**config.mk**
```make
export PLATFORM = sky130hd
export DESIGN_NAME = iacr_config_regs
export DESIGN_NICKNAME = d
export VERILOG_FILES = /design/src/iacr_pkg.sv /design/src/iacr_config_regs.sv
export VERILOG_INCLUDE_DIRS = /design/src
export SDC_FILE = /design/constraint.sdc
export NUM_CORES = 1
export LEC_CHECK = 0
export ABC_AREA = 1
export BUFFER_PORTS_ARGS = -buffer_cell sky130_fd_sc_hd__buf_2
export CAP_MARGIN = 20
export CORE_MARGIN = 2
export CORE_UTILIZATION = 38
export CTS_CLUSTER_DIAMETER = 40
export DETAILED_ROUTE_END_ITERATION = 6
export PLACE_DENSITY = 0.54
export SKIP_LAST_GASP = 1
export SYNTH_ARGS = -nofsm -noshare
export SYNTH_HDL_FRONTEND = slang
export SYNTH_SLANG_ARGS = --single-unit
```
**constraint.sdc**
```tcl
create_clock -name clk -period 3.7 [get_ports clk]
set_input_delay 0.555 -clock clk [delete_from_list [all_inputs] [get_ports clk]]
set_output_delay 0.555 -clock clk [all_outputs]
set_load 0.1 [all_outputs]
```
**src/iacr_params.svh**
```systemverilog
`ifndef IACR_PARAMS_SVH
`define IACR_PARAMS_SVH
`define IACR_OFF_IFOPT      9'h106
`define IACR_OFF_TOIRQ      9'h143
`define IACR_OFF_RAIL       9'h144
`define IACR_OFF_PULL       9'h145
`define IACR_BIT_IFTYPE     7
`define IACR_BIT_HSM        6
`define IACR_BIT_FMP        5
`define IACR_BIT_IFSUP      4
`define IACR_BIT_TOEN       4
`define IACR_BIT_INSUP      3
`define IACR_BIT_IRQOD      1
`define IACR_BIT_IRQHI      0
`define IACR_BIT_UVLODIS    7
`define IACR_BIT_PGB        6
`define IACR_BIT_PGA        5
`define IACR_BIT_OCB        3
`define IACR_BIT_OCA        1
`define IACR_BIT_RELOAD     0
`define IACR_RST_IFOPT      8'h80
`define IACR_RST_TOIRQ      8'h00
`define IACR_RST_RAIL       8'h00
`define IACR_RST_PULL       8'h00
`define IACR_MASK_IFOPT     8'hF0
`define IACR_MASK_TOIRQ     8'h1B
`define IACR_MASK_RAIL      8'hFF
`define IACR_MASK_PULL      8'h1F
`define IACR_CLK_HZ         50000000
`define IACR_TIMEOUT_MS     35
`define IACR_EXT1_US        2
`define IACR_EXT2_US        10
`define IACR_EXT3_US        50
`endif

```
**src/iacr_pkg.sv**
```systemverilog
`default_nettype none
package iacr_pkg;
    typedef logic [7:0] iacr_byte_t;
    typedef logic [1:0] iacr_ocmask_t;
endpackage
`default_nettype wire

```
**src/iacr_config_regs.sv**
```systemverilog
// Function
// RL1: Interface type bit 0 selects the four-wire interface and takes over two pins; 1 two-wire.
// RL2: The high-speed bit keeps the two-wire interface in high-speed mode with no master code.
// RL3: The fast-mode-plus bit lets the two-wire interface use fast mode plus timing.
// RL4: With the timeout bit set and the two-wire interface selected, a serial clock held low over 35 ms resets the two-wire logic.
// RL5: The interrupt driver is push-pull when its type bit is 0 and open drain when it is 1.
// RL6: The interrupt output asserts low when its polarity bit is 0 and high when it is 1.
// RL7: The lockout disable bit turns off the I/O-rail undervoltage lockout and its comparator.
// RL8: A set power-good hold bit keeps that rail's power-good at its old value during transitions.
// RL9: Each rail has a two-bit over-current mask field, rail B in bits 4:3 and rail A in 2:1.
// RL10: A mask field of 00 lets over-current events through at all times.
// RL11: Nonzero mask fields block events during a transition plus 2, 10 or 50 us after it.
// RL12: With the reload bit set and pin zero an input, that pin triggers an OTP reload.
// RL13: Pull bits enable pull-downs on input pins and non-open-drain bidirectional pins, and pull-ups on open-drain bidirectional pins.
// RL14: The extra masking is timed by a counter started when the transition ends.
`timescale 1ns/1ps
`include "iacr_params.svh"
`default_nettype none
module iacr_config_regs
    import iacr_pkg::*;
#(
    parameter int TIMEOUT_CYC = (`IACR_CLK_HZ / 1000) * `IACR_TIMEOUT_MS
)(
    input  wire logic        clk,                  // System clock, 50 MHz.
    input  wire logic        rst,                  // Asynchronous reset, active high.
    input  wire logic        reg_wr,               // Register write strobe.
    input  wire logic [8:0]  reg_addr,             // Register address.
    input  wire logic [7:0]  reg_wdata,            // Write data.
    output logic      [7:0]  reg_rdata,            // Read data, registered.
    output logic             four_wire_sel,        // Four-wire interface selected.
    output logic             pin_takeover,         // Bidir pin three and input pin four taken.
    output logic             two_wire_high_speed_en, // Continuous high-speed mode.
    output logic             two_wire_fast_plus_en,  // Fast mode plus timing.
    output logic             interface_supply_sel, // Two-wire interface supply select.
    output logic             input_supply_sel,     // Input pin supply select.
    input  wire logic        serial_clk_pin,       // Two-wire serial clock from pin.
    output logic             two_wire_reset,       // One-cycle reset pulse to two-wire logic.
    input  wire logic        irq_request,          // Internal interrupt request, active high.
    output logic             interrupt_out_o,      // Interrupt pin output value.
    output logic             interrupt_out_oe,     // Interrupt pin output enable.
    output logic             io_lockout_disable,   // Disables I/O-rail lockout and comparator.
    output logic             io_lockout_cmp_en,    // Lockout comparator enable.
    input  wire logic [1:0]  rail_transition,      // Voltage transition active, [1]=B, [0]=A.
    input  wire logic [1:0]  rail_good_raw,        // Raw power-good per rail.
    output logic      [1:0]  rail_good,            // Power-good after hold.
    input  wire logic [1:0]  rail_oc_hit,          // Raw over-current hit per rail.
    output logic      [1:0]  rail_oc_event,        // Over-current event after masking.
    input  wire logic        input_pin_zero,       // Input pin zero level.
    input  wire logic        pin_zero_is_input,    // Pin zero configured as input.
    output logic             otp_reload_req,       // One-cycle OTP reload request.
    input  wire logic        bidir_two_is_od,      // Bidir pin two is open-drain output.
    input  wire logic        bidir_three_is_od,    // Bidir pin three is open-drain output.
    output logic      [4:1]  pull_down_en,         // Pull-down enable per pin 1..4.
    output logic      [3:2]  pull_up_en            // Pull-up enable for bidir pins 2 and 3.
);
    localparam int EXT1_CYC = `IACR_CLK_HZ / 1000000 * `IACR_EXT1_US;
    localparam int EXT2_CYC = `IACR_CLK_HZ / 1000000 * `IACR_EXT2_US;
    localparam int EXT3_CYC = `IACR_CLK_HZ / 1000000 * `IACR_EXT3_US;
    localparam int TOW = $clog2(TIMEOUT_CYC + 1);

    iacr_byte_t ifopt_reg, ifopt_next, toirq_reg, toirq_next;
    iacr_byte_t rail_reg, rail_next, pull_reg, pull_next;
    iacr_byte_t rdata_next;

    always_comb
    begin
        ifopt_next = ifopt_reg;
        toirq_next = toirq_reg;
        rail_next  = rail_reg;
        pull_next  = pull_reg;
        rdata_next = 8'h00;
        if (reg_wr)
        begin
            unique case (reg_addr)
                `IACR_OFF_IFOPT: ifopt_next = reg_wdata & `IACR_MASK_IFOPT;
                `IACR_OFF_TOIRQ: toirq_next = reg_wdata & `IACR_MASK_TOIRQ;
                `IACR_OFF_RAIL:  rail_next  = reg_wdata & `IACR_MASK_RAIL;
                `IACR_OFF_PULL:  pull_next  = reg_wdata & `IACR_MASK_PULL;
                default:         ;
            endcase
        end
        unique case (reg_addr)
            `IACR_OFF_IFOPT: rdata_next = ifopt_reg;
            `IACR_OFF_TOIRQ: rdata_next = toirq_reg;
            `IACR_OFF_RAIL:  rdata_next = rail_reg;
            `IACR_OFF_PULL:  rdata_next = pull_reg;
            default:         rdata_next = 8'h00;
        endcase
    end

    always_ff @(posedge clk or posedge rst)
    begin
        if (rst)
        begin
            ifopt_reg <= `IACR_RST_IFOPT;
            toirq_reg <= `IACR_RST_TOIRQ;
            rail_reg  <= `IACR_RST_RAIL;
            pull_reg  <= `IACR_RST_PULL;
            reg_rdata <= 8'h00;
        end
        else
        begin
            ifopt_reg <= ifopt_next;
            toirq_reg <= toirq_next;
            rail_reg  <= rail_next;
            pull_reg  <= pull_next;
            reg_rdata <= rdata_next;
        end
    end

    assign four_wire_sel          = ~ifopt_reg[`IACR_BIT_IFTYPE]; // RL1
    assign pin_takeover           = ~ifopt_reg[`IACR_BIT_IFTYPE]; // RL1
    assign two_wire_high_speed_en = ifopt_reg[`IACR_BIT_IFTYPE] & ifopt_reg[`IACR_BIT_HSM]; // RL2
    assign two_wire_fast_plus_en  = ifopt_reg[`IACR_BIT_IFTYPE] & ifopt_reg[`IACR_BIT_FMP]; // RL3
    assign interface_supply_sel   = ifopt_reg[`IACR_BIT_IFSUP];
    assign input_supply_sel       = toirq_reg[`IACR_BIT_INSUP];
    assign io_lockout_disable     = rail_reg[`IACR_BIT_UVLODIS]; // RL7
    assign io_lockout_cmp_en      = ~rail_reg[`IACR_BIT_UVLODIS]; // RL7

    // Serial clock and pin zero pass three stages; a level counts when stages two and three agree.
    logic [2:0] scl_sync, pin0_sync;
    logic       scl_low_reg, scl_low_next, pin0_reg, pin0_next;
    logic [TOW-1:0] to_cnt_reg, to_cnt_next;
    logic       tw_rst_next, reload_next;

    always_comb
    begin
        scl_low_next = scl_low_reg;
        pin0_next    = pin0_reg;
        if (scl_sync[1] == scl_sync[2])
            scl_low_next = ~scl_sync[2];
        if (pin0_sync[1] == pin0_sync[2])
            pin0_next = pin0_sync[2];
        to_cnt_next = '0;
        tw_rst_next = 1'b0;
        if (toirq_reg[`IACR_BIT_TOEN] && ifopt_reg[`IACR_BIT_IFTYPE] && scl_low_reg) // RL4
        begin
            if (to_cnt_reg >= TOW'(TIMEOUT_CYC))
                tw_rst_next = 1'b1; // RL4
            else
                to_cnt_next = to_cnt_reg + TOW'(1);
        end
        reload_next = rail_reg[`IACR_BIT_RELOAD] & pin_zero_is_input
                      & pin0_next & ~pin0_reg; // RL12
    end

    always_ff @(posedge clk or posedge rst)
    begin
        if (rst)
        begin
            scl_sync       <= 3'h7;
            pin0_sync      <= 3'h0;
            scl_low_reg    <= 1'b0;
            pin0_reg       <= 1'b0;
            to_cnt_reg     <= '0;
            two_wire_reset <= 1'b0;
            otp_reload_req <= 1'b0;
        end
        else
        begin
            scl_sync       <= {scl_sync[1:0], serial_clk_pin};
            pin0_sync      <= {pin0_sync[1:0], input_pin_zero};
            scl_low_reg    <= scl_low_next;
            pin0_reg       <= pin0_next;
            to_cnt_reg     <= to_cnt_next;
            two_wire_reset <= tw_rst_next;
            otp_reload_req <= reload_next;
        end
    end

    // Interrupt pin drive: open drain drives the pin only while the output level is low, active or not.
    logic irq_level;
    always_comb
    begin
        irq_level = irq_request ~^ toirq_reg[`IACR_BIT_IRQHI]; // RL6
    end
    assign interrupt_out_o  = irq_level; // RL6
    assign interrupt_out_oe = ~toirq_reg[`IACR_BIT_IRQOD] | ~irq_level; // RL5

    // Per-rail power-good hold and over-current masking with post-transition extension.
    localparam int EW = $clog2(EXT3_CYC + 1);
    genvar r;
    generate
        for (r = 0; r < 2; r++)
        begin : g_rail
            iacr_ocmask_t mask;
            logic         hold;
            logic [EW-1:0] ext_reg, ext_next, ext_load;
            logic          trans_d_reg;
            logic          good_reg, good_next, oc_next;
            assign mask = (r == 1) ? rail_reg[`IACR_BIT_OCB+1:`IACR_BIT_OCB]
                                   : rail_reg[`IACR_BIT_OCA+1:`IACR_BIT_OCA]; // RL9
            assign hold = (r == 1) ? rail_reg[`IACR_BIT_PGB] : rail_reg[`IACR_BIT_PGA];
            always_comb
            begin
                unique case (mask)
                    2'b01:   ext_load = EW'(EXT1_CYC); // RL11
                    2'b10:   ext_load = EW'(EXT2_CYC); // RL11
                    2'b11:   ext_load = EW'(EXT3_CYC); // RL11
                    default: ext_load = '0;
                endcase
                ext_next = '0;
                if (mask != 2'b00)
                begin
                    if (trans_d_reg && !rail_transition[r])
                        ext_next = ext_load; // RL14
                    else if (ext_reg != '0)
                        ext_next = ext_reg - EW'(1); // RL14
                end
                good_next = (hold && rail_transition[r]) ? good_reg : rail_good_raw[r]; // RL8
                oc_next   = rail_oc_hit[r];
                if (mask != 2'b00 && (rail_transition[r] || trans_d_reg || ext_reg != '0)) // RL10
                    oc_next = 1'b0; // RL11
            end
            always_ff @(posedge clk or posedge rst)
            begin
                if (rst)
                begin
                    ext_reg          <= '0;
                    trans_d_reg      <= 1'b0;
                    good_reg         <= 1'b0;
                    rail_oc_event[r] <= 1'b0;
                end
                else
                begin
                    ext_reg          <= ext_next;
                    trans_d_reg      <= rail_transition[r];
                    good_reg         <= good_next;
                    rail_oc_event[r] <= oc_next;
                end
            end
            assign rail_good[r] = good_reg;
        end
    endgenerate

    always_comb
    begin
        pull_down_en[1] = pull_reg[1]; // RL13
        pull_down_en[2] = pull_reg[2] & ~bidir_two_is_od;
        pull_down_en[3] = pull_reg[3] & ~bidir_three_is_od;
        pull_down_en[4] = pull_reg[4];
        pull_up_en[2]   = pull_reg[2] & bidir_two_is_od; // RL13
        pull_up_en[3]   = pull_reg[3] & bidir_three_is_od;
    end

    oc_zero_pass_a: assert property (@(posedge clk) disable iff (rst) // RL10
        rail_reg[2:1] == 2'b00 ##1 rail_reg[2:1] == 2'b00 |-> rail_oc_event[0] == $past(rail_oc_hit[0]))
        else $error("rail A over-current dropped with mask zero");
    oc_trans_block_a: assert property (@(posedge clk) disable iff (rst) // RL11
        rail_reg[4:3] != 2'b00 && rail_transition[1] |=> !rail_oc_event[1])
        else $error("rail B over-current passed during transition");
    oc_ext_two_a: assert property (@(posedge clk) disable iff (rst) // RL14
        rail_reg[2:1] == 2'b01 && $fell(rail_transition[0]) && rail_transition == 2'b00
        ##0 (rail_reg[2:1] == 2'b01 && !rail_transition[0])[*1]
        |=> g_rail[0].ext_reg == 100)
        else $error("rail A extension not loaded with 2 us");
    good_hold_a: assert property (@(posedge clk) disable iff (rst) // RL8
        rail_reg[6] && rail_transition[1] |=> rail_good[1] == $past(rail_good[1]))
        else $error("rail B power-good changed while held");
    irq_polarity_a: assert property (@(posedge clk) disable iff (rst) // RL6
        interrupt_out_o == (irq_request ^ ~toirq_reg[0]))
        else $error("interrupt level wrong for polarity");
    irq_od_float_a: assert property (@(posedge clk) disable iff (rst) // RL5
        toirq_reg[1] && interrupt_out_o |-> !interrupt_out_oe)
        else $error("open-drain interrupt drives high");
    four_wire_a: assert property (@(posedge clk) disable iff (rst) // RL1
        four_wire_sel |-> pin_takeover && !two_wire_high_speed_en && !two_wire_fast_plus_en)
        else $error("four-wire mode inconsistent");
    timeout_off_a: assert property (@(posedge clk) disable iff (rst) // RL4
        !toirq_reg[4] |=> !two_wire_reset)
        else $error("two-wire reset while timeout disabled");
    lockout_a: assert property (@(posedge clk) disable iff (rst) // RL7
        io_lockout_disable != io_lockout_cmp_en)
        else $error("lockout comparator enable wrong");
    reload_a: assert property (@(posedge clk) disable iff (rst) // RL12
        otp_reload_req |-> $past(rail_reg[0]) && $past(pin_zero_is_input))
        else $error("reload without enable");
    pull_od_a: assert property (@(posedge clk) disable iff (rst) // RL13
        bidir_three_is_od |-> !pull_down_en[3] && pull_up_en[3] == pull_reg[3])
        else $error("bidir three pull wrong");
    hs_a: assert property (@(posedge clk) disable iff (rst) // RL2
        ifopt_reg[7] && ifopt_reg[6] |-> two_wire_high_speed_en)
        else $error("high-speed not enabled");
    fmp_a: assert property (@(posedge clk) disable iff (rst) // RL3
        ifopt_reg[7] && ifopt_reg[5] |-> two_wire_fast_plus_en)
        else $error("fast mode plus not enabled");
    mask_field_a: assert property (@(posedge clk) disable iff (rst) // RL9
        g_rail[1].mask == rail_reg[4:3] && g_rail[0].mask == rail_reg[2:1])
        else $error("mask field misplaced");
    oc_tail_block_a: assert property (@(posedge clk) disable iff (rst) // RL11
        rail_reg[2:1] != 2'b00 && $fell(rail_transition[0]) |=> !rail_oc_event[0])
        else $error("rail A over-current passed as transition ended");
    oc_ext_fifty_a: assert property (@(posedge clk) disable iff (rst) // RL14
        rail_reg[4:3] == 2'b11 && $fell(rail_transition[1]) |=> g_rail[1].ext_reg == EXT3_CYC)
        else $error("rail B extension not loaded with 50 us");
    four_wire_quiet_a: assert property (@(posedge clk) disable iff (rst) // RL4
        !ifopt_reg[`IACR_BIT_IFTYPE] |=> !two_wire_reset)
        else $error("two-wire reset in four-wire mode");
    reload_pulse_a: assert property (@(posedge clk) disable iff (rst) // RL12
        otp_reload_req |=> !otp_reload_req)
        else $error("reload request longer than one cycle");
endmodule // iacr_config_regs
`default_nettype wire

```
Word-level counts from Yosys, hierarchy flattened
Cells that the tools add are included.
{"block": "totals", "register_bits": 90, "input_bits": 32, "out_inout_bits": 30, "elab_cells": 93}
{"block": "op_classes", "n_eq_ne": 12, "magnitude_cmp": 1, "reduce_logical": 22, "muxes": 16, "bitwise": 19, "add_sub_neg": 3}
{"op": "$mux W12", "count": 6}
{"op": "$pmux W12 S3", "count": 2}
{"op": "$mux W21", "count": 2}
{"op": "$eq A9 B9 Y1 const B", "count": 4}
{"op": "$pmux W8 S4", "count": 1}
{"op": "$reduce_bool A12 Y1", "count": 2}
{"op": "$sub A12 B1 Y12 const B", "count": 2}
{"op": "$add A21 B1 Y21 const B", "count": 1}
{"op": "$ge A21 B21 Y1 const B", "count": 1}
{"op": "$and A1 B1 Y1", "count": 9}
{"op": "$eq A2 B2 Y1 const B", "count": 4}
{"op": "$logic_and A1 B1 Y1", "count": 8}
{"op": "$not A1 Y1", "count": 8}
{"op": "$reduce_and A2 Y1", "count": 4}
{"op": "$mux W1", "count": 5}
{"op": "$eq A2 B1 Y1 const B", "count": 2}
{"op": "$logic_or A1 B1 Y1", "count": 4}
{"op": "$reduce_bool A2 Y1", "count": 2}
{"op": "$eq A1 B1 Y1", "count": 2}
{"op": "$logic_not A1 Y1", "count": 2}
{"op": "$or A1 B1 Y1", "count": 1}
{"op": "$xnor A1 B1 Y1", "count": 1}

Longest topological paths before layout
Gate-level depths: netlist of run 1.
{"block": "depth", "word_depth": 4, "mapped_depth": 9}

Least setup slack after synthesis of run 1
OpenSTA, ideal clock, no wires.
{"block": "synth_timing", "path_type": "input -> output", "startpoint": "input port irq_request", "endpoint": "output port interrupt_out_oe", "t_arrival_ns": 3.359, "t_required_ns": 3.145, "path_slack_ns": -0.214, "stages": 2, "path_cell_list": "xnor2_1 nand2_1"}
{"block": "synth_between", "elab_chain_len": 3}
{"element": "start: declaration", "line": "iacr_config_regs.sv:38", "source": "input wire logic irq_request,"}
{"element": "$xnor A1 B1 Y1", "line": "iacr_config_regs.sv:175", "source": "irq_level = irq_request ~^ toirq_reg[`IACR_BIT_IRQHI];"}
{"element": "$not A1 Y1", "line": "iacr_config_regs.sv:178", "source": "assign interrupt_out_oe = ~toirq_reg[`IACR_BIT_IRQOD] | ~irq_level;"}
{"element": "$or A1 B1 Y1", "line": "iacr_config_regs.sv:178"}
{"element": "end: declaration", "line": "iacr_config_regs.sv:40", "source": "output logic interrupt_out_oe,"}
Every way passes these cells.

Worst setup path in the final report of run 1
{"block": "layout_timing", "startpoint": "register ifopt_reg[7]", "endpoint": "output port two_wire_fast_plus_en"}
{"block": "layout_between", "elab_chain_len": 1}
{"element": "start: declaration", "line": "iacr_config_regs.sv:61", "source": "iacr_byte_t ifopt_reg, ifopt_next, toirq_reg, toirq_next;"}
{"element": "start signal: assignment", "line": "iacr_config_regs.sv:95", "source": "ifopt_reg <= `IACR_RST_IFOPT;"}
{"element": "start signal: assignment", "line": "iacr_config_regs.sv:103", "source": "ifopt_reg <= ifopt_next;"}
{"element": "$and A1 B1 Y1", "line": "iacr_config_regs.sv:114", "source": "assign two_wire_fast_plus_en = ifopt_reg[`IACR_BIT_IFTYPE] & ifopt_reg[`IACR_BIT_FMP];"}
{"element": "end: declaration", "line": "iacr_config_regs.sv:33", "source": "output logic two_wire_fast_plus_en,"}
Every way passes these cells.

==> results of run 1 <==
## path summary, 6_finish.rpt
path	end	startpoint	slack, ns
max	two_wire_fast_plus_en	ifopt_reg[7]	1.65
min	scl_sync[0]	serial_clk_pin	0.31
max reg2reg	to_cnt_reg[1]	to_cnt_reg[15]	1.81
min reg2reg	pin0_sync[1]	pin0_sync[0]	0.35
max in group asynchronous	scl_sync[0]	rst	2.49
min in group asynchronous	to_cnt_reg[8]	rst	0.34
## cell usage in the layout (no fill, tap or decap), types with 5 or more instances in the layout
cell,Yosys,final
nand3_1,46,46
o21ai_0,28,28
xor2_1,16,16
inv_1,82,81
nor2_1,78,78
ha_1,14,14
nand2_1,106,106
a21oi_1,16,16
xnor2_1,6,5
dfrtp_1,86,86
nand4_1,11,11
clkbuf_16,0,9
o21ai_2,8,8
buf_2,2,61
## routing by layer
metal	share of wire (%)	global-route usage, %	vias up
met2	43	25.2	88
met5	0	0	-
li1	-	-	1878
met3	6.0	3.86	12
met4	1.6	5.93	0
met1	49	23.5	1652
## final cells by class
class | count | area [um2] | share of cell area, %
multi-input combinational | 369 | 2000 | 36.8
sequential | 90 | 2260 | 41.6
clock buffer | 10 | 239 | 4.40
tap | 147 | 184 | 3.39
timing repair buffer | 63 | 320 | 5.90
clock inverter | 6 | 121 | 2.23
inverter | 83 | 313 | 5.76
## worst max-delay path, cell delays in order, from the launching register on
cell	delay (ns)
dfstp_2	0.58
nand2_1	0.07
inv_1	0.08
buf_2	0.43
## per-stage QoR
| step | instance area, um2 | utilization [%] | hold slack [ns] | instances | power, mW |
|---|---|---|---|---|---|
| detailed placement | 5070 | 42.4 | 0.340 | 752 | 1.28 |
| global placement | 5070 | 42.4 | 0.340 | 752 | 1.28 |
| global route | 5430 | 45.4 | 0.290 | 768 | 2.45 |
| finish | 5430 | 45.4 | 0.307 | 768 | 2.35 |
| CTS | 5430 | 45.4 | 0.292 | 768 | 2.38 |
| floorplan | 4640 | - | 0.331 | 551 | 1.22 |
## logic make-up after synthesis
family / after synthesis
AND/OR/NAND/NOR: 263
adder cells (fa/ha/maj): 15
flip-flops: 90
buffers and inverters: 92
XOR/XNOR: 22
AO/OA/AOI/OAI: 69
## power by group through the flow
stage / logic [mW] / clock network [mW] / registers [mW]
2_1_floorplan: 0.170 / 0 / 1.05
3_3_place_gp: 0.239 / 0 / 1.04
3_5_place_dp: 0.240 / 0 / 1.04
4_1_cts: 0.241 / 1.12 / 1.02
5_1_grt: 0.265 / 1.16 / 1.03
6_report: 0.237 / 1.09 / 1.02
==> key figures, run 1 <==
Status
  • Outcome: complete, no violations

Worst setup path
  • CP Capture Type: primary output
  • Worst Path Required: around 3.1 ns
  • CP Launch Type: register
  • Critical path peak fanout: 5
  • Worst path arrival time: 1.50 ns
  • Worst setup path class: reg -> out
  • R2R cell count: 7

Global route
  • Initial antenna violation count: 0
  • Remaining Overflow, GRT: 0
  • Vias in the first global route: approximately 3.5k
  • First-pass GRT wire length: 17000 um
  • Largest net degree at the start of global routing: 47
  • Gr usage total: 16.7%

Routing
  • Pre-antenna DRT Iters: 4
  • # DRC: 0
  • Routed len/inst: roughly 13 um
  • ANT nets after route: 0
  • Via Count: between 3k and 4k
  • Final WL: a little under 10000 um
  • Number of vias per cell: 4.73
  • Initial DRC count: between 150 and 200

Synthesis
  • Ys async rst share: 100%
  • Yosys warnings: 0
  • Cells after Synth: around 550
  • Synth Area in Compound Gates: between 8 and 9%
  • Synth cell types: 37
  • Post-synthesis sequential area ratio: ~49%
  • Mean Syn Cell Area: around 8.4 um2
  • Yosys top cell area share: a little under half
  • Synthesized area: 4630 um2
  • Largest family of logic cells by synthesized area: simple AND/OR/NAND/NOR gates
  • Post-synthesis register bit count: 90
  • Multiplexer share of the synthesized area: 0%
  • Largest cells by area after synthesis: dfrtp_1 (46%), nand2_1 (8.6%), inv_1 (6.7%)
  • Synth Area in Adders: approximately 4.0%
  • Post-Synth XOR/XNOR Area: under 10%
  • Ys flop type: dfrtp_1
  • Net Count, Synth: ~600
  • Post-Synth Simple-Gate Area: about 26%
  • Cell with the most instances after synthesis: nand2_1
  • Commonest cells post-synth: nand2_1 (106), dfrtp_1 (86), inv_1 (82), nor2_1 (78), nand3_1 (46)
  • Cell taking the most area after synthesis: dfrtp_1
  • EDFF count, synth: 0

Floorplanning
  • Area of the die: between 10000 and 15000 um2
  • Top Ports: 62
  • FP Rows: 40
  • Die width: about 110 um
  • Core area: 12000 um2
  • Initial core utilization: approximately 39%
  • Die extent in y: 114 um

Power
  • Sw frac: roughly a quarter
  • Clk network pwr share: 46.3%
  • Pleak: between 2 and 3 nW
  • Int Pwr: between 1.5 and 2 mW
  • Sequential share of power: between 40 and 50%
  • Maximum VDD drop: about 0.28 mV
  • Comb power frac: between 10% and 20%
  • Switching power total: 0.592 mW
  • Pwr/cell area: 432 nW/um2

Hold path
  • Hold Crit Class: in -> reg
  • Hold Crit Depth: 1

CTS
  • Clk sinks: 90
  • Hold-fix buffers, CTS: 0
  • H-Tree Depth: 3
  • Root Buffer: clkbuf_16
  • CTS tree: built
  • Post-CTS Setup Inserts: 0
  • Clk_lat worst skew: between 0.3 and 0.4 ns
  • CTS Buf Count: 9
  • Max Buffers Root-to-Sink: 2
  • CTS resizes: 0
  • Clk slew on worst S/H paths: roughly 0.070 ns

Timing
  • Final setup vio count: 0
  • Worst Skew: ~0.0077 ns
  • Period utilisation layout: between 50% and 60%
  • Count of final hold-check violations: 0
  • Relative slew slack: between 40% and 50%
  • Final min period: 2.05 ns
  • Fmax: about 500 MHz
  • Max-slew violations: 0
  • Unrepaired setup endpoints after global routing: no
  • Total negative slack: 0 ns
  • Worst-margin pin slew: between 0.8 and 0.9 ns
  • Setup ws final: 1.65 ns

Finish
  • FILL cells: approximately 1.2k
  • Area growth, synth to finish: 17.4%
  • # diodes: 0
  • Nets: 662
  • Share of cells above drive strength 1: between 10% and 20%
  • Largest register FFs: 24

Place
  • Routability Congestion: between 0.9 and 1
  • Buffers on Ports: approximately 60
  • Post-DP HPWL: between 7000 and 8000 um
  • Post-place setup slack: roughly 1.8 ns

Run
  • Max Cap Violations: 0
Power figures use the tool's default switching activity.
==> run 2: changes to the inputs <==
Clock period 3.7 ns to 2.1 ns, I/O delays scaled along.
==> key figures, run 2 (synthesis gave the netlist of run 1 again) <==
Status
  • Outcome: finished with violations
  • Violated checks: hold timing

Floorplanning
  • Top Ports: 62
  • Core area: 12000 um2
  • Area of the die: 13100 um2
  • Die width: around 110 um
  • Die extent in y: ~110 um
  • Initial core utilization: around 39%
  • FP Rows: 40

Routing
  • Number of vias per cell: between 4 and 5
  • ANT nets after route: 0
  • # DRC: 0
  • Uppermost layer routed: met4
  • Routed len/inst: roughly 13 um
  • M1 wire length: between 4000 and 5000 um
  • Initial DRC count: between 150 and 200
  • Metal2 WL: around 4300 um
  • Final WL: slightly below 10000 um
  • Pre-antenna DRT Iters: 4
  • Met3 WL: approximately 430 um
  • Via Count: roughly 3.7k

Worst setup path
  • CP Launch Type: register
  • FF-to-FF End: to_cnt_reg[5]
  • R2R cell count: 8
  • Reg2reg setup slack: 0.50 ns
  • CP top delay family: flip-flops
  • CP Capture Type: primary output
  • Worst path buffer plus inverter count: 2
  • Crit Reg-Reg Startpoint: to_cnt_reg[18]
  • Max incr delay on CP: between 0.5 and 0.6 ns
  • Critical path peak fanout: 5
  • Critical Path, Cell by Cell: nand2_1, inv_1, buf_2
  • Worst setup path class: reg -> out
  • Crit-path slowest cell: dfstp_2
  • Worst Path Required: 1.78 ns
  • Worst path arrival time: ~1.5 ns
  • Crit. Startpoint: ifopt_reg[7]

Power
  • Maximum VDD drop: roughly 0.48 mV
  • Power Total: approximately 3.8 mW
  • Pwr/cell area: around 700 nW/um2
  • Pleak: between 2 and 3 nW

CTS
  • H-Tree Depth: 3
  • Clk slew on worst S/H paths: 0.06 ns
  • Root Buffer: clkbuf_16
  • CTS resizes: 0
  • Clk sinks: 90
  • Post-CTS Setup Inserts: 0
  • Clk_lat worst skew: approximately 0.34 ns
  • CTS Buf Count: 9
  • Max Buffers Root-to-Sink: 2
  • Hold-fix buffers, CTS: 0
  • CTS tree: built

Finish
  • FILL cells: approximately 1.2k
  • Util after Layout: a little under half
  • Share of cells above drive strength 1: 17.8%
  • Commonest non-fill, non-tap cell in the layout: nand2_1
  • Area growth, synth to finish: 16.9%
  • # diodes: 0
  • Most frequent cells in the layout: nand2_1 (106), dfrtp_1 (86), inv_1 (81)
  • Nets: ~670
  • Largest register FFs: 24

Timing
  • Final min period: approximately 1.8 ns
  • Count of final hold-check violations: 8
  • Final setup vio count: 0
  • Unrepaired setup endpoints after global routing: no
  • Relative slew slack: a little under 70%
  • Worst-margin pin slew: between 0.4 and 0.5 ns
  • Max-slew violations: 0
  • Worst Skew: 0.00823 ns
  • WHS: -0.00705 ns
  • Total negative slack: 0 ns
  • Fmax: around 560 MHz
  • Period utilisation layout: between 80% and 90%

Global route
  • Vias in the first global route: roughly 3.5k
  • Remaining Overflow, GRT: 0
  • Initial antenna violation count: 0
  • Largest net degree at the start of global routing: 54
  • Gr usage total: 16.8%
  • First-pass GRT wire length: roughly 17000 um

Place
  • Routability Congestion: 0.911
  • Buffers on Ports: between 60 and 70
  • Post-DP HPWL: 7580 um

Hold path
  • Hold Crit Class: in -> async

Run
  • Max Cap Violations: 0
[run 2: cell types whose count changed in the layout (fill, tap and decap cells not counted)]
cell | previous run | this run
buf_12 | 0 | 1
buf_4 | 2 | 5
bufinv_16 | 3 | 1
clkbuf_1 | 0 | 4
clkinv_2 | 1 | 0
clkinvlp_4 | 0 | 1
inv_8 | 2 | 0
[run 2: area by class of cell]
| class | count | area (um2) | area share (%) |
|---|---|---|---|
| Sequential cell | 90 | 2260 | 41.7 |
| Clock buffer | 14 | 254 | 4.70 |
| Multi-Input combinational cell | 369 | 2000 | 36.9 |
| Tap cell | 147 | 184 | 3.40 |
| Clock inverter | 2 | 38.8 | 0.717 |
| Timing Repair Buffer | 67 | 363 | 6.71 |
| Inverter | 83 | 315 | 5.83 |
[run 2: routing by layer]
layer / vias up / GRT usage (%)
met1: 1713 / 23.3
met2: 82 / 25.4
li1: 1891 / -
met4: 0 / 5.69
met3: 13 / 4.50
met5: - / 0
[run 2: how the worst max path moves through the flow]
stage,depth (start not counted),endpoint,slack [ns]
floorplan,2,interrupt_out_oe,-0.50
global placement,5,rail_reg[2],0.49
detailed placement,5,rail_reg[7],0.48
CTS,3,two_wire_high_speed_en,0.28
global route,3,two_wire_fast_plus_en,0.21
finish,3,two_wire_high_speed_en,0.31
[run 2: worst reg2reg max path, stage by stage (launching register included)]
cell,delay (ns)
dfrtp_1,0.40
inv_1,0.09
nand2_1,0.05
nor2_1,0.11
nand2_1,0.09
nand3b_1,0.19
nand3_1,0.27
buf_4,0.23
nor2_1,0.06
[run 2: through the flow]
step | worst slack (ns) | cells | cell area [um2] | hold slack (ns)
floorplan | -0.497 | 551 | 4640 | 0.319
global placement | 0.487 | 756 | 5120 | 0.334
detailed placement | 0.483 | 756 | 5120 | 0.338
CTS | 0.277 | 772 | 5410 | 0.00398
global route | 0.210 | 772 | 5410 | 0.0248
finish | 0.313 | 772 | 5410 | -0.00705
[run 2: power breakdown]
| part | total (mW) | internal (mW) | leakage [nW] | switching, mW |
|---|---|---|---|---|
| combinational | 0.422 | 0.107 | 1.38 | 0.315 |
| clock | 1.59 | 0.958 | 0.141 | 0.629 |
| sequential | 1.80 | 1.77 | 1.19 | 0.0285 |
| total | 3.81 | 2.84 | 2.71 | 0.972 |
==> run 3: changes to the inputs <==
Settings changed: PLACE_DENSITY 0.54 to 0.55.
==> key figures, run 3 (synthesis gave the netlist of run 1 again) <==
Status
  • Outcome: complete, no violations

Timing
  • Period utilisation layout: a little under nine tenths
  • Unrepaired setup endpoints after global routing: no
  • Count of final hold-check violations: 0
  • Final setup vio count: 0
  • Fmax: 553 MHz
  • Total negative slack: 0 ns
  • Final min period: ~1.8 ns
  • Max-slew violations: 0
  • Worst Skew: 0.00759 ns
  • Relative slew slack: between 60% and 70%
  • Worst-margin pin slew: slightly above 0.5 ns

Routing
  • Via Count: between 3k and 4k
  • # DRC: 0
  • Pre-antenna DRT Iters: 4
  • Final WL: 9920 um
  • Initial DRC count: approximately 160
  • Number of vias per cell: 4.79
  • Routed len/inst: roughly 13 um
  • ANT nets after route: 0

Finish
  • Largest register FFs: 24
  • Area growth, synth to finish: 16.9%
  • FILL cells: between 1k and 1.5k
  • Share of cells above drive strength 1: 18.2%
  • Cell area after layout: 5410 um2
  • Final Non-Filler Cells: between 700 and 800
  • Most frequent cells in the layout: nand2_1 (106), dfrtp_1 (86), inv_1 (81)
  • Util after Layout: 45.2%
  • # diodes: 0
  • Commonest non-fill, non-tap cell in the layout: nand2_1
  • Nets: between 600 and 700

Global route
  • Global-route met1 utilization: roughly a quarter
  • GR peak layer: met1
  • Gr usage total: between 10% and 20%
  • Largest net degree at the start of global routing: 51
  • First-pass GRT wire length: about 17000 um
  • Remaining Overflow, GRT: 0
  • Initial antenna violation count: 0
  • Met2 Usage GRT: 24.4%
  • Met3 Track Usage GR: roughly 3.1%
  • Vias in the first global route: 3566

Place
  • Buffers on Ports: 61
  • Post-DP HPWL: approximately 7500 um
  • Cell total after placement: around 760
  • Cell Area, Placed: ~5100 um2
  • Routability Congestion: roughly 0.91

Worst setup path
  • Worst Path Required: about 1.8 ns
  • CP Capture Type: primary output
  • CP Launch Type: register
  • Reg2reg setup slack: 0.51 ns
  • Critical path peak fanout: 5
  • Worst path arrival time: about 1.5 ns
  • Worst setup path class: reg -> out

CTS
  • Hold-fix buffers, CTS: 1
  • CTS tree: built
  • CTS Buf Count: 9
  • Clk sinks: 90
  • Post-CTS Setup Inserts: 0
  • H-Tree Depth: 3
  • Max Buffers Root-to-Sink: 2
  • Clk_lat worst skew: between 0.3 and 0.4 ns
  • CTS resizes: 0
  • Root Buffer: clkbuf_16
  • Clk slew on worst S/H paths: about 0.070 ns

Power
  • Switching power total: a little over 1 mW
  • Power Total: around 3.8 mW
  • Pleak: approximately 2.7 nW
  • Int Pwr: about 2.7 mW
  • Sw frac: approximately 28%
  • Comb power frac: a little under an eighth
  • Maximum VDD drop: about 0.32 mV
  • Sequential share of power: between 40% and 50%
  • Pwr/cell area: between 600 and 700 nW/um2
  • Clk network pwr share: 40.6%

Floorplanning
  • Top Ports: 62
  • Core area: between 10000 and 15000 um2
  • Area of the die: between 10000 and 15000 um2
  • Die extent in y: roughly 110 um
  • Die width: 114 um
  • FP Rows: 40
  • Initial core utilization: roughly two fifths

Hold path
  • Hold Crit Class: in -> reg

Run
  • Max Cap Violations: 0
run 3: final cells by class:
cell class / count / area (um2) / share of cell area [%]
flip-flops and latches: 90 / 2260 / 41.7
repair buffers: 67 / 378 / 6.98
well taps: 147 / 184 / 3.40
clock buffers: 10 / 239 / 4.42
inverters: 83 / 315 / 5.83
clock inverters: 6 / 41.3 / 0.763
multi-input cells: 369 / 2000 / 36.9
run 3: layer usage:
layer | up-vias | part of all wire (%)
met1 | 1730 | 51
met4 | 0 | 1.9
met2 | 72 | 43
li1 | 1884 | -
met5 | - | 0
met3 | 12 | 3.6
run 3: through the flow:
step                hold WS (ns)  worst slack, ns
floorplan                  0.319           -0.497
global placement           0.337            0.511
detailed placement         0.343            0.500
CTS                       0.0496            0.271
global route              0.0439            0.223
finish                    0.0609            0.291
run 3: final timing paths:
kind / startpoint / to / cells after the start
worst max-delay path: ifopt_reg[7] / two_wire_high_speed_en / 3
worst min-delay path: serial_clk_pin / scl_sync[0] / 1
worst max register to register: to_cnt_reg[0] / to_cnt_reg[14] / 9
worst min register to register: pin0_sync[0] / pin0_sync[1] / 0
max in group asynchronous: rst / scl_sync[0] / 4
min in group asynchronous: rst / rail_oc_event[1] / 3
run 3: critical path: stages, from the launching register on:
cell and delay, ns:
dfstp_2 0.58, nand2_1 0.07, inv_1 0.07, buf_2 0.43
run 3: power groups by stage:
stage	logic (mW)	registers (mW)	clock network (mW)
floorplan	0.300	1.86	0
global placement	0.428	1.83	0
detailed placement	0.431	1.83	0
CTS	0.433	1.80	1.57
global route	0.475	1.81	1.65
finish	0.427	1.80	1.52
